[config.mk]
export PLATFORM = sky130hd
export DESIGN_NAME = mlw_walk
export DESIGN_NICKNAME = d
export VERILOG_FILES = /design/src/include/mlw_pkg.sv /design/src/include/mlw_fetch_if.sv /design/src/verilog/mlw_fetch_port.sv /design/src/verilog/mlw_walk.sv
export SDC_FILE = /design/constraint.sdc
export NUM_CORES = 1
export LEC_CHECK = 0
export BUFFER_PORTS_ARGS = -buffer_cell sky130_fd_sc_hd__buf_2
export CORE_UTILIZATION = 47
export DETAILED_ROUTE_END_ITERATION = 7
export GPL_ROUTABILITY_DRIVEN = 0
export PLACE_DENSITY = 0.81
export SLEW_MARGIN = 20
export SYNTH_ARGS = -nofsm -noshare
export SYNTH_HDL_FRONTEND = slang
export SYNTH_HIERARCHICAL = 1
export SYNTH_SLANG_ARGS = --single-unit
[constraint.sdc]
create_clock -name clk -period 2.4 [get_ports clk]
set_input_delay 0.6 -clock clk [delete_from_list [all_inputs] [get_ports clk]]
set_output_delay 0.6 -clock clk [all_outputs]
set_load 0.01 [all_outputs]
[src/include/mlw_pkg.sv]
// Package for the level-one translation walk block.
// Assumes a single 50 MHz clock domain shared by core and table memory.
package mlw_pkg;
  localparam int DESC_W      = 32;
  localparam int BASE_LO     = 14;
  localparam int VA_IDX_LO   = 20;
  localparam int WADDR_W     = 30;
  localparam int TYPE_HI     = 1;
  localparam int BUF_BIT     = 2;
  localparam int CACHE_BIT   = 3;
  localparam int DOM_LO      = 5;
  localparam int DOM_HI      = 8;
  localparam int AP_LO       = 10;
  localparam int AP_HI       = 11;
  localparam int PT_BASE_LO  = 10;
  localparam int SECT_LO     = 20;
  localparam int SYS_BIT     = 8;
  localparam int ROM_BIT     = 9;
  localparam logic [31:0] TTB_RESET = 32'h0000_0000;

  typedef enum logic [1:0] {
    MLW_DESC_INVALID = 2'h0,
    MLW_DESC_PAGE    = 2'h1,
    MLW_DESC_SECTION = 2'h2,
    MLW_DESC_RSVD    = 2'h3
  } mlw_desc_t;

  typedef enum logic [1:0] {
    MLW_DOM_NONE    = 2'h0,
    MLW_DOM_CLIENT  = 2'h1,
    MLW_DOM_RSVD    = 2'h2,
    MLW_DOM_MANAGER = 2'h3
  } mlw_dom_t;

  typedef enum logic [1:0] {
    MLW_AP_00 = 2'h0,
    MLW_AP_01 = 2'h1,
    MLW_AP_10 = 2'h2,
    MLW_AP_11 = 2'h3
  } mlw_ap_t;

  typedef enum logic [1:0] {
    MLW_RES_OK      = 2'h0,
    MLW_RES_XLATE   = 2'h1,
    MLW_RES_DOMAIN  = 2'h2,
    MLW_RES_PERM    = 2'h3
  } mlw_res_t;
endpackage

[src/include/mlw_fetch_if.sv]
// Carrier between the walk sequencer and its memory fetch port.
// Assumes both ends sit on the same clock.
interface mlw_fetch_if;
  logic        req;
  logic [29:0] waddr;
  logic        done;
  logic [31:0] data;
  modport seq (output req, output waddr, input done, input data);
  modport port (input req, input waddr, output done, output data);
endinterface

[src/verilog/mlw_fetch_port.sv]
// Table memory fetch port: holds one read request until memory answers.
// Assumes memory answers with mem_ack and data in the same cycle.
module mlw_fetch_port
(
  input  wire logic        clk,
  input  wire logic        reset,
  mlw_fetch_if.port        f,
  output logic             mem_req,
  output logic [29:0]      mem_waddr,
  input  wire logic        mem_ack,
  input  wire logic [31:0] mem_rdata
);
  logic        busy_r,  busy_nxt;
  logic [29:0] addr_r,  addr_nxt;
  logic [31:0] data_r,  data_nxt;
  logic        done_r,  done_nxt;

  always_comb
  begin
    busy_nxt = busy_r;
    addr_nxt = addr_r;
    data_nxt = data_r;
    done_nxt = 1'b0;
    if (!busy_r && f.req)
    begin
      busy_nxt = 1'b1;
      addr_nxt = f.waddr;
    end
    else if (busy_r && mem_ack)
    begin
      busy_nxt = 1'b0;
      data_nxt = mem_rdata;
      done_nxt = 1'b1;
    end
  end

  always_ff @(posedge clk)
  begin
    if (reset)
    begin
      busy_r <= 1'b0;
      addr_r <= 30'h0000_0000;
      data_r <= 32'h0000_0000;
      done_r <= 1'b0;
    end
    else
    begin
      busy_r <= busy_nxt;
      addr_r <= addr_nxt;
      data_r <= data_nxt;
      done_r <= done_nxt;
    end
  end

  assign mem_req   = busy_r;
  assign mem_waddr = addr_r;
  assign f.done    = done_r;
  assign f.data    = data_r;
endmodule // mlw_fetch_port

[src/verilog/mlw_walk.sv]
// Level-one translation table walk: fetch, decode and section checks.
// Assumes the core holds va, priv and write stable while busy.
//
// Contract
// - Walk starts only on TLB miss
// - Table base low 14 bits read zero
// - Fetch address is base 31:14, VA 31:20
// - Type 00 invalid, 01 page, 10 section
// - Page descriptor requests second-level fetch
// - Bits 8:5 select one of sixteen domains
// - Page table base from bits 31:10
// - Section bit 3 cacheable, bit 2 bufferable
// - Section PA 31:20 from descriptor, offset passes
// - Permission bits apply only for client domains
// - Code 00: none, or system read-only
// - Code 00 ROM: reads only; both set reserved
// - Code 01: supervisor only
// - Code 10: user writes fault
// - Code 11: full access both modes
// - Domain 00 none (fault), 01 client, 10 reserved (fault), 11 manager
module mlw_walk
(
  input  wire logic        clk,
  input  wire logic        reset,
  input  wire logic        table_base_we,
  input  wire logic [31:0] table_base_wdata,
  output logic [31:0]      table_base_reg,
  input  wire logic [31:0] domain_access,
  input  wire logic [31:0] control,
  input  wire logic        lookup_valid,
  input  wire logic        tlb_hit,
  input  wire logic [31:0] va,
  input  wire logic        priv,
  input  wire logic        write,
  output logic             busy,
  output logic             mem_req,
  output logic [29:0]      mem_waddr,
  input  wire logic        mem_ack,
  input  wire logic [31:0] mem_rdata,
  output logic             done,
  output logic [1:0]       result,
  output logic [3:0]       domain,
  output logic             cacheable,
  output logic             bufferable,
  output logic [31:0]      pa,
  output logic             is_section,
  output logic             l2_req,
  output logic [21:0]      l2_base
);
  typedef enum logic [2:0] {
    MLW_IDLE   = 3'h1,
    MLW_FETCH  = 3'h2,
    MLW_DECODE = 3'h4
  } mlw_state_t;

  mlw_state_t  st_r, st_nxt;
  logic [31:0] ttb_r, ttb_nxt;
  logic        done_r, done_nxt;
  logic [1:0]  res_r, res_nxt;
  logic [3:0]  dom_r, dom_nxt;
  logic        c_r, c_nxt, b_r, b_nxt;
  logic [31:0] pa_r, pa_nxt;
  logic        sect_r, sect_nxt;
  logic        l2_r, l2_nxt;
  logic [21:0] l2b_r, l2b_nxt;
  logic        req;

  mlw_fetch_if fif ();

  mlw_fetch_port u_port
  (
    .clk       (clk),
    .reset     (reset),
    .f         (fif),
    .mem_req   (mem_req),
    .mem_waddr (mem_waddr),
    .mem_ack   (mem_ack),
    .mem_rdata (mem_rdata)
  );

  // Section permission check; reserved S=R=1 denies all to stay safe
  function automatic logic perm_ok(input logic [1:0] ap,
                                   input logic sys_b, input logic rom_b,
                                   input logic pv, input logic wr);
    logic ok;
    ok = 1'b0;
    unique case (ap)
      mlw_pkg::MLW_AP_00:
        if (sys_b && !rom_b)
          ok = pv && !wr;
        else if (rom_b && !sys_b)
          ok = !wr;
        else
          ok = 1'b0;
      mlw_pkg::MLW_AP_01: ok = pv;
      mlw_pkg::MLW_AP_10: ok = pv || !wr;
      mlw_pkg::MLW_AP_11: ok = 1'b1;
    endcase
    return ok;
  endfunction

  logic [31:0] d;
  logic [3:0]  dsel;
  logic [1:0]  dfield;
  assign d      = fif.data;
  assign dsel   = d[mlw_pkg::DOM_HI:mlw_pkg::DOM_LO];
  assign dfield = domain_access[{dsel, 1'b0} +: 2];

  always_comb
  begin
    st_nxt   = st_r;
    ttb_nxt  = ttb_r;
    done_nxt = 1'b0;
    l2_nxt   = 1'b0;
    res_nxt  = res_r;
    dom_nxt  = dom_r;
    c_nxt    = c_r;
    b_nxt    = b_r;
    pa_nxt   = pa_r;
    sect_nxt = sect_r;
    l2b_nxt  = l2b_r;
    req      = 1'b0;
    if (table_base_we)
      ttb_nxt = {table_base_wdata[31:mlw_pkg::BASE_LO],
                 {mlw_pkg::BASE_LO{1'b0}}};
    unique case (st_r)
      MLW_IDLE:
        if (lookup_valid && !tlb_hit)
        begin
          req    = 1'b1;
          st_nxt = MLW_FETCH;
        end
      MLW_FETCH:
        if (fif.done)
          st_nxt = MLW_DECODE;
      MLW_DECODE:
      begin
        st_nxt   = MLW_IDLE;
        done_nxt = 1'b1;
        dom_nxt  = dsel;
        sect_nxt = 1'b0;
        c_nxt    = 1'b0;
        b_nxt    = 1'b0;
        unique case (d[mlw_pkg::TYPE_HI:0])
          mlw_pkg::MLW_DESC_PAGE:
          begin
            res_nxt = mlw_pkg::MLW_RES_OK;
            l2_nxt  = 1'b1;
            l2b_nxt = d[31:mlw_pkg::PT_BASE_LO];
          end
          mlw_pkg::MLW_DESC_SECTION:
          begin
            sect_nxt = 1'b1;
            c_nxt    = d[mlw_pkg::CACHE_BIT];
            b_nxt    = d[mlw_pkg::BUF_BIT];
            pa_nxt   = {d[31:mlw_pkg::SECT_LO],
                        va[mlw_pkg::SECT_LO-1:0]};
            unique case (dfield)
              mlw_pkg::MLW_DOM_CLIENT:
                res_nxt = perm_ok(d[mlw_pkg::AP_HI:mlw_pkg::AP_LO],
                                  control[mlw_pkg::SYS_BIT],
                                  control[mlw_pkg::ROM_BIT],
                                  priv, write)
                          ? mlw_pkg::MLW_RES_OK
                          : mlw_pkg::MLW_RES_PERM;
              mlw_pkg::MLW_DOM_MANAGER:
                res_nxt = mlw_pkg::MLW_RES_OK;
              default:
                res_nxt = mlw_pkg::MLW_RES_DOMAIN;
            endcase
          end
          default:
            res_nxt = mlw_pkg::MLW_RES_XLATE;
        endcase
      end
      default:
        st_nxt = MLW_IDLE;
    endcase
  end

  always_ff @(posedge clk)
  begin
    if (reset)
    begin
      st_r   <= MLW_IDLE;
      ttb_r  <= mlw_pkg::TTB_RESET;
      done_r <= 1'b0;
      res_r  <= mlw_pkg::MLW_RES_OK;
      dom_r  <= 4'h0;
      c_r    <= 1'b0;
      b_r    <= 1'b0;
      pa_r   <= 32'h0000_0000;
      sect_r <= 1'b0;
      l2_r   <= 1'b0;
      l2b_r  <= 22'h00_0000;
    end
    else
    begin
      st_r   <= st_nxt;
      ttb_r  <= ttb_nxt;
      done_r <= done_nxt;
      res_r  <= res_nxt;
      dom_r  <= dom_nxt;
      c_r    <= c_nxt;
      b_r    <= b_nxt;
      pa_r   <= pa_nxt;
      sect_r <= sect_nxt;
      l2_r   <= l2_nxt;
      l2b_r  <= l2b_nxt;
    end
  end

  assign fif.req   = req;
  assign fif.waddr = {ttb_r[31:mlw_pkg::BASE_LO],
                      va[31:mlw_pkg::VA_IDX_LO]};

  assign table_base_reg = ttb_r;
  assign busy           = (st_r != MLW_IDLE);
  assign done           = done_r;
  assign result         = res_r;
  assign domain         = dom_r;
  assign cacheable      = c_r;
  assign bufferable     = b_r;
  assign pa             = pa_r;
  assign is_section     = sect_r;
  assign l2_req         = l2_r;
  assign l2_base        = l2b_r;
endmodule // mlw_walk
==> out/results.ini, run 1 <==
[status]
status=completed

[die]
die_h_um=116.5
core-area_um2=12670
die_x_um=116.5
die_area_um2=13560
row_count=41
ioPinCount=297
initial_core_util_pct=48.59

[cells_and_area]
antenna_cells=0
final_core_util_pct=63.25
drive_gt1_share_pct=33.00
nFillCells=1087
final_nets=1063
fin_cells=1078
largest_reg_flops=32
syn2layout_area_growth_pct=30.16

[routing]
wirelength_um=15310
drc=0
wl_per_cell_um=14.20
detailedRoute.firstPassIterationCount=4
ant_nets=0
via_per_inst=5.058
drt_iter0_markers=369
dr_total_vias=5452

[clock_tree]
clockRootBuffer=clkbuf_16
cts_buffer_depth=2
path_clk_slew_ns=0.06
numCtsBuffers=17
cts.sinks=148
ctsResizeCount=0
clk-insertion-delay-late_ns=0.42
cts_htree_levels=4
cts_setup_buffers=0
cts_tree=done
hold_buffers=0

[global_route]
grt_pass1_wl_um=23620
grt_max_degree=51
grt-ovfl-total=0
grt_pass1_vias=5029
grt_use_total_pct=22.36
antenna_found_initial=1

[placed_design]
numPortBuffers=236
dp_hpwl_um=10400
dpl.cell_count=1046
post-place-ws_ns=0.3779

[pwr]
peakVddDrop_uv=509.2
leakagePower_nw=3.476
powerDensity_nw_per_um2=700.9

[synthesis]
yosys_warnings=6
syn_avg_cell_area_um2=9.015
syn-instance-count=683
synthesis.area_um2=6157

[sta]
rsz0062_at_grt=false
setup_violations=0
fin_skew_ns=0.009013
hold_viol_final=0
holdWs_ns=0.4158
finalWorstPathRequiredPeriod_ns=2.010
tightestPinTransition_ns=0.9063
max_freq_mhz=497.5
setup-tns-final_ns=0
final_max_slew_viol_count=0
fin_ws_ns=0.3900
slew_headroom_pct=39.58
post-route-period-util_pct=83.75

[worst_hold_path]
hold_end=table_base_reg[19]
hold_depth=3
worstHoldStart=table_base_wdata[19]
hold_class=in -> reg

[critical_path]
worstPathRequired_ns=1.80
worstPathArrival_ns=1.41
criticalPathCategory=reg -> out
end_kind=output port
rr_startpoint=u_port/f.data[5]
rrSetupSlack_ns=0.43
cp_max_fo=4
r2r_cells=6
critPathLaunchType=register
r2r_end=result[0]

[flow_run]
maxCapViolations=0

placed cells by master (no fill, tap or decap), types with 2 or more instances in the layout:
master,count
nand4bb_1,30
nand2_1,124
mux4_1,2
nand2b_1,31
bufinv_16,2
o21ai_0,3
o21a_1,2
nand3_1,34
a21oi_1,93
mux2i_1,21
o21ai_1,30
a21bo_1,25
clkbuf_16,17
buf_12,5
conb_1,14
ha_1,2
and3_1,3
clkinv_4,4
nor2b_1,4
a22oi_1,2
nor2_1,26
dfxtp_1,147
a21bo_2,5
buf_2,235
clkinvlp_4,3
inv_6,3
inv_1,4
mux4_2,5
buf_4,12
area by class of cell:
class,count,area (um2),area share (%)
inverters,4,15.01,0.1874
flip-flops and latches,148,2964,36.99
well taps,172,215.2,2.685
multi-input cells,470,2861,35.71
clock inverters,13,148.9,1.858
repair buffers,252,1366,17.05
clock buffers,19,442.9,5.527
power breakdown:
group | internal (W) | switching (W)
clock network | 0.00157 | 0.00106
registers | 0.00251 | 0.0000398
logic | 0.000215 | 0.000224
total | 0.00429 | 0.00132
metal layers:
layer | up-vias | part of all wire (%) | GRT usage (%)
met5 | - | 0.10 | 0
met4 | 2 | 0.85 | 9.060
met3 | 15 | 7.3 | 7.213
met2 | 176 | 49 | 37.32
met1 | 2524 | 43 | 26.57
li1 | 2735 | - | -
per-stage QoR:
stage / total power (W) / cell area [um2]
CTS: 0.005656 / 8014
detailed placement: 0.003038 / 7422
finish: 0.005617 / 8014
floorplan: 0.002858 / 6206
global route: 0.005823 / 8014
global placement: 0.003028 / 7422
how the worst max path moves through the flow:
| stage | startpoint | slack [ns] | to |
|---|---|---|---|
| 3_3_place_gp | domain_access[7] | 0.42 | result[1] |
| 4_1_cts | st_r[0] | 0.37 | busy |
| 3_5_place_dp | domain_access[23] | 0.38 | result[1] |
| 6_report | st_r[0] | 0.39 | busy |
| 5_1_grt | u_port/f.data[5] | 0.26 | result[0] |
| 2_1_floorplan | domain_access[31] | 0.59 | result[1] |
worst max-delay path: stages, from the launching register on:
cell     delay (ns)
dfxtp_1        0.36
or3b_2         0.48
buf_2          0.17
(Power assumes the default switching activity.)
==> inputs of run 2 (changes only) <==
==> constraint.sdc (replaced) <==
create_clock -name clk -period 1.9 [get_ports clk]
set_input_delay 0.475 -clock clk [delete_from_list [all_inputs] [get_ports clk]]
set_output_delay 0.475 -clock clk [all_outputs]
set_load 0.01 [all_outputs]
==> out/results.ini, run 2 (synthesis results as in run 1) <==
[status]
status=completed

[cells_and_area]
drive_gt1_share_pct=33.48  ; +0.48 points
antenna_cells=0  ; unchanged
largest_reg_flops=32  ; unchanged
syn2layout_area_growth_pct=31.11
nFillCells=1053  ; -3.1%
fin_cells=1083  ; +0.46%
layout_commonest_cell=buf_2
final_cell_mix=buf_2, dfxtp_1, nand2_1
final_nets=1068  ; +0.47%

[pwr]
powerDensity_nw_per_um2=875.5  ; +25%
p_seq_share_pct=45.5  ; +0.2 points
p_comb_share_pct=8.0  ; +0.2 points
clkPwrFrac_pct=46.5  ; -0.3 points
p_int_w=0.005390  ; +26%
swShare_pct=23.74  ; +0.18 points
p_switching_w=0.001678  ; +27%
leakagePower_nw=3.503  ; +0.75%
peakVddDrop_uv=556.7  ; +9.3%

[critical_path]
worstPathArrival_ns=1.33  ; -0.08 ns
cpPeakStageDelay_ns=0.41  ; -0.07 ns
crit_family=simple AND/OR/NAND/NOR gates
slowest_stage=or3b_4
critPathLaunchType=register
worstPathRequired_ns=1.42  ; -0.38 ns
cp.buffers_inverters=1  ; unchanged
end_kind=output port
criticalPathCategory=reg -> out
cp_max_fo=6  ; +2
path_cells=or3b_4 -> buf_4

[die]
row_count=41  ; unchanged
die_h_um=116.5  ; unchanged
core-area_um2=12670  ; unchanged
die_area_um2=13560  ; unchanged
initial_core_util_pct=48.59  ; unchanged
ioPinCount=297  ; unchanged
die_x_um=116.5  ; unchanged

[sta]
max_freq_mhz=552.9
setup-tns-final_ns=0  ; unchanged
finalWorstPathRequiredPeriod_ns=1.809
final_max_slew_viol_count=0  ; unchanged
rsz0062_at_grt=true
tightestPinTransition_ns=0.9198  ; +0.01349 ns
slew_headroom_pct=38.68  ; -0.90 points
setup_violations=0  ; unchanged
post-route-period-util_pct=95.20
hold_viol_final=0  ; unchanged
fin_skew_ns=0.01071  ; +0.001698 ns

[routing]
drc=0  ; unchanged
dr_total_vias=5560  ; +2.0%
via_per_inst=5.134  ; +1.5%
wl_per_cell_um=14.26  ; +0.46%
wirelength_um=15450  ; +0.93%
ant_nets=0  ; unchanged
detailedRoute.firstPassIterationCount=4  ; unchanged
drt_iter0_markers=392  ; +6.2%

[clock_tree]
cts_htree_levels=4  ; unchanged
numCtsBuffers=17  ; unchanged
clockRootBuffer=clkbuf_16
clk-insertion-delay-late_ns=0.42  ; about the same
path_clk_slew_ns=0.06  ; about the same
cts_tree=done
cts_buffer_depth=2  ; unchanged
cts.sinks=148  ; unchanged
hold_buffers=0  ; unchanged

[placed_design]
numPortBuffers=236  ; unchanged
dp_hpwl_um=10110  ; -2.7%
dpl.cell_count=1046  ; unchanged

[global_route]
grt-ovfl-total=0  ; unchanged
grt_max_degree=74  ; +45%
grt_use_total_pct=22.29  ; -0.068 points
antenna_found_initial=1  ; unchanged
grt_pass1_vias=4857  ; -3.4%
grt_pass1_wl_um=23360  ; -1.1%

[flow_run]
maxCapViolations=0  ; unchanged

[worst_hold_path]
hold_class=in -> reg

-- run 2: cell count changes in the layout (fill, tap and decap cells not counted), sizes merged --
cell	change
buf	+5
clkbuf	-1
clkinvlp	+1
-- run 2: cell type report --
cell class	count	area (um2)	share of cell area, %
well taps	172	215.2	2.666
inverters	4	15.01	0.1860
flip-flops and latches	148	2965	36.73
clock inverters	14	152.6	1.891
multi-input cells	470	2864	35.48
repair buffers	257	1431	17.73
clock buffers	18	429.2	5.316
-- run 2: power groups by stage --
stage	sequential, W	clock, W	combinational, W
after floorplan	0.00329	0	0.000318
after global placement	0.00328	0	0.000550
after detailed placement	0.00328	0	0.000557
after CTS	0.00322	0.00335	0.000563
after global routing	0.00322	0.00349	0.000619
final	0.00322	0.00328	0.000566
-- run 2: path summary, 6_finish.rpt --
check	to	startpoint	depth (start not counted)	slack, ns
hold reg to reg	l2_base[8]	u_port/f.data[18]	2	0.45
setup / recovery	busy	st_r[2]	2	0.09
hold / removal	pa[17]	va[17]	3	0.29
setup reg to reg	result[1]	u_port/f.data[5]	6	0.12
-- run 2: timing repair --
action                                  CTS  global route
endpoints found under the setup margin    1             1
setup buffers                             0             5
cloned                                    0             0
gates resized for setup                   2             1
pin swaps                                 0             2
-- run 2: through the flow --
| step | setup WS (ns) | utilization [%] | hold slack [ns] | instance area, um2 | total power [W] |
|---|---|---|---|---|---|
| floorplan | 0.1015 | - | 0.4286 | 6206 | 0.003610 |
| global placement | 0.05228 | 58.77 | 0.4360 | 7447 | 0.003831 |
| detailed placement | 0.03907 | 58.77 | 0.4378 | 7447 | 0.003840 |
| CTS | 0.06705 | 63.40 | 0.2640 | 8034 | 0.007130 |
| global route | -0.005420 | 63.71 | 0.2767 | 8073 | 0.007335 |
| finish | 0.09122 | 63.71 | 0.2868 | 8073 | 0.007068 |
-- run 2: per-layer routing --
metal,share of wire (%),global-route usage [%],vias up
li1,-,-,2750
met1,42,26.72,2580
met2,48,36.57,201
met3,7.5,6.435,27
met4,1.8,11.03,2
met5,0.10,0,-
-- run 2: worst register-to-register path, stage by stage (launching register included) --
cell and delay [ns]:
dfxtp_2 0.34, buf_12 0.13, mux4_2 0.48, mux2i_1 0.15, nor2_1 0.05, a311o_1 0.36
a311oi_2 0.19
==> inputs of run 3 (changes only) <==
--- a/config.mk
+++ b/config.mk
@@ -5,11 +5,12 @@
 export SDC_FILE = /design/constraint.sdc
 export NUM_CORES = 1
 export LEC_CHECK = 0
+export ABC_AREA = 1
 export BUFFER_PORTS_ARGS = -buffer_cell sky130_fd_sc_hd__buf_2
-export CORE_UTILIZATION = 47
+export CORE_UTILIZATION = 46
 export DETAILED_ROUTE_END_ITERATION = 7
 export GPL_ROUTABILITY_DRIVEN = 0
-export PLACE_DENSITY = 0.81
+export PLACE_DENSITY = 0.8
 export SLEW_MARGIN = 20
 export SYNTH_ARGS = -nofsm -noshare
 export SYNTH_HDL_FRONTEND = slang
==> out/results.ini, run 3 <==
[critical_path]
crit_path_frequent_cell=inv_1
worstPathArrival_ns=1.26  ; -0.07 ns
cpPeakStageDelay_ns=0.37  ; -0.04 ns
slowest_stage=dfxtp_1
cp_max_fo=3  ; -3
cp.buffers_inverters=3  ; +2
criticalPathCategory=reg -> out
path_cells=inv_1 -> nor3_2 -> inv_1 -> buf_2
crit_family=flip-flops
critPathLaunchType=register
worstPathRequired_ns=1.42  ; about the same
end_kind=output port

[synthesis]
yosys_warnings=6  ; unchanged
syn-instance-count=826  ; +21%
synthesis.area_um2=5934  ; -3.6%
syn_avg_cell_area_um2=7.185  ; -20%

[cells_and_area]
nFillCells=1188  ; +13%
drive_gt1_share_pct=29.92  ; -3.6 points
multi_input_area_um2=2427  ; -15%
seqCellArea_um2=2963  ; about the same
layout_commonest_cell=nand2_1
syn2layout_area_growth_pct=32.38
final_nets=1220  ; +14%
final_cell_mix=nand2_1, buf_2, dfxtp_1
antenna_cells=0  ; unchanged
largest_reg_flops=32  ; unchanged

[routing]
dr_total_vias=5924  ; +6.5%
detailedRoute.firstPassIterationCount=5  ; +1
drt_iter0_markers=530  ; +35%
drc=0  ; unchanged
ant_nets=0  ; unchanged
via_per_inst=4.797  ; -6.6%
wl_per_cell_um=12.98  ; -9.0%
wirelength_um=16030  ; +3.7%

[clock_tree]
cts_htree_levels=4  ; unchanged
clockRootBuffer=clkbuf_16
cts_tree=done
hold_buffers=0  ; unchanged
cts_setup_buffers=0  ; unchanged
clk-insertion-delay-late_ns=0.42  ; about the same
ctsResizeCount=0  ; -2
cts.sinks=148  ; unchanged
path_clk_slew_ns=0.06  ; about the same
cts_buffer_depth=2  ; unchanged
numCtsBuffers=17  ; unchanged

[status]
status=completed

[global_route]
antenna_found_initial=0  ; -1
grt_use_total_pct=23.85  ; +1.6 points
grt_max_degree=41  ; -45%
grt-ovfl-total=0  ; unchanged
grt_pass1_vias=5204  ; +7.1%
grt_pass1_wl_um=24670  ; +5.6%

[die]
row_count=41  ; unchanged
ioPinCount=297  ; unchanged
initial_core_util_pct=47.03  ; -1.6 points
core-area_um2=12620  ; -0.40%
die_h_um=115.6  ; -0.75%
die_area_um2=13360  ; -1.5%
die_x_um=115.6  ; -0.75%

[sta]
final_max_slew_viol_count=0  ; unchanged
finalWorstPathRequiredPeriod_ns=1.739  ; -0.06999 ns
holdWs_ns=0.2436  ; -0.04324 ns
fin_skew_ns=0.008817  ; -0.001893 ns
tightestPinTransition_ns=0.5410  ; -0.3788 ns
hold_viol_final=0  ; unchanged
max_freq_mhz=575.1  ; +4.0%
setup-tns-final_ns=0  ; unchanged
setup_violations=0  ; unchanged
rsz0062_at_grt=false
post-route-period-util_pct=91.52  ; -3.7 points
slew_headroom_pct=63.88  ; +25 points

[pwr]
peakVddDrop_uv=861.1  ; +55%
powerDensity_nw_per_um2=1263  ; +44%
leakagePower_nw=3.923  ; +12%

[placed_design]
numPortBuffers=236  ; unchanged
dp_hpwl_um=10770  ; +6.5%

[flow_run]
maxCapViolations=0  ; unchanged

[worst_hold_path]
hold_class=in -> reg

run 3: stage by stage:
step	std cells	util (%)	power [W]	setup WS, ns	cell area (um2)
5_1_grt	1235	62.25	0.01048	0.05053	7856
3_5_place_dp	1203	57.02	0.006287	0.1512	7196
4_1_cts	1235	62.21	0.009964	0.06180	7851
2_1_floorplan	839	-	0.005411	0.2996	5983
3_3_place_gp	1203	57.02	0.006221	0.2016	7196
6_report	1235	62.25	0.009925	0.1612	7856
run 3: routing by layer:
metal	GRT usage, %	routed length, um	vias to the layer above	share of wire [%]
li1	-	-	2997	-
met1	27.77	6845	2657	43
met2	39.96	7572	233	47
met3	8.002	1155	37	7.2
met4	10.39	454	0	2.8
met5	0	0	-	0
run 3: layout make-up:
cell class                 count  share of cell area [%]
clock buffer                  24                   6.514
clock inverter                 8                   1.832
inverter                      63                   3.074
multi-input combinational    566                   30.90
sequential                   148                   37.71
tap                          172                   2.739
timing repair buffer         254                   17.23
run 3: worst paths after layout:
| check | from | endpoint | slack [ns] | cells after the start |
|---|---|---|---|---|
| worst max-delay path | st_r[0] | busy | 0.16 | 4 |
| worst min-delay path | mem_rdata[14] | u_port/f.data[14] | 0.24 | 3 |
| worst max register to register | st_r[0] | u_port/mem_waddr[5] | 0.26 | 9 |
| worst min register to register | pa[7] | pa[7] | 0.46 | 2 |
run 3: worst reg2reg max path: cells and delay by family, from the launching register on:
kind	cells	cell delay, ns
and+or+nand+nor	7	0.81
DFF	1	0.37
buffers and inverters	2	0.35
run 3: power by group:
group,switching (W),internal (W)
registers,0.000278,0.00357
logic,0.00148,0.000946
clock network,0.00125,0.00241
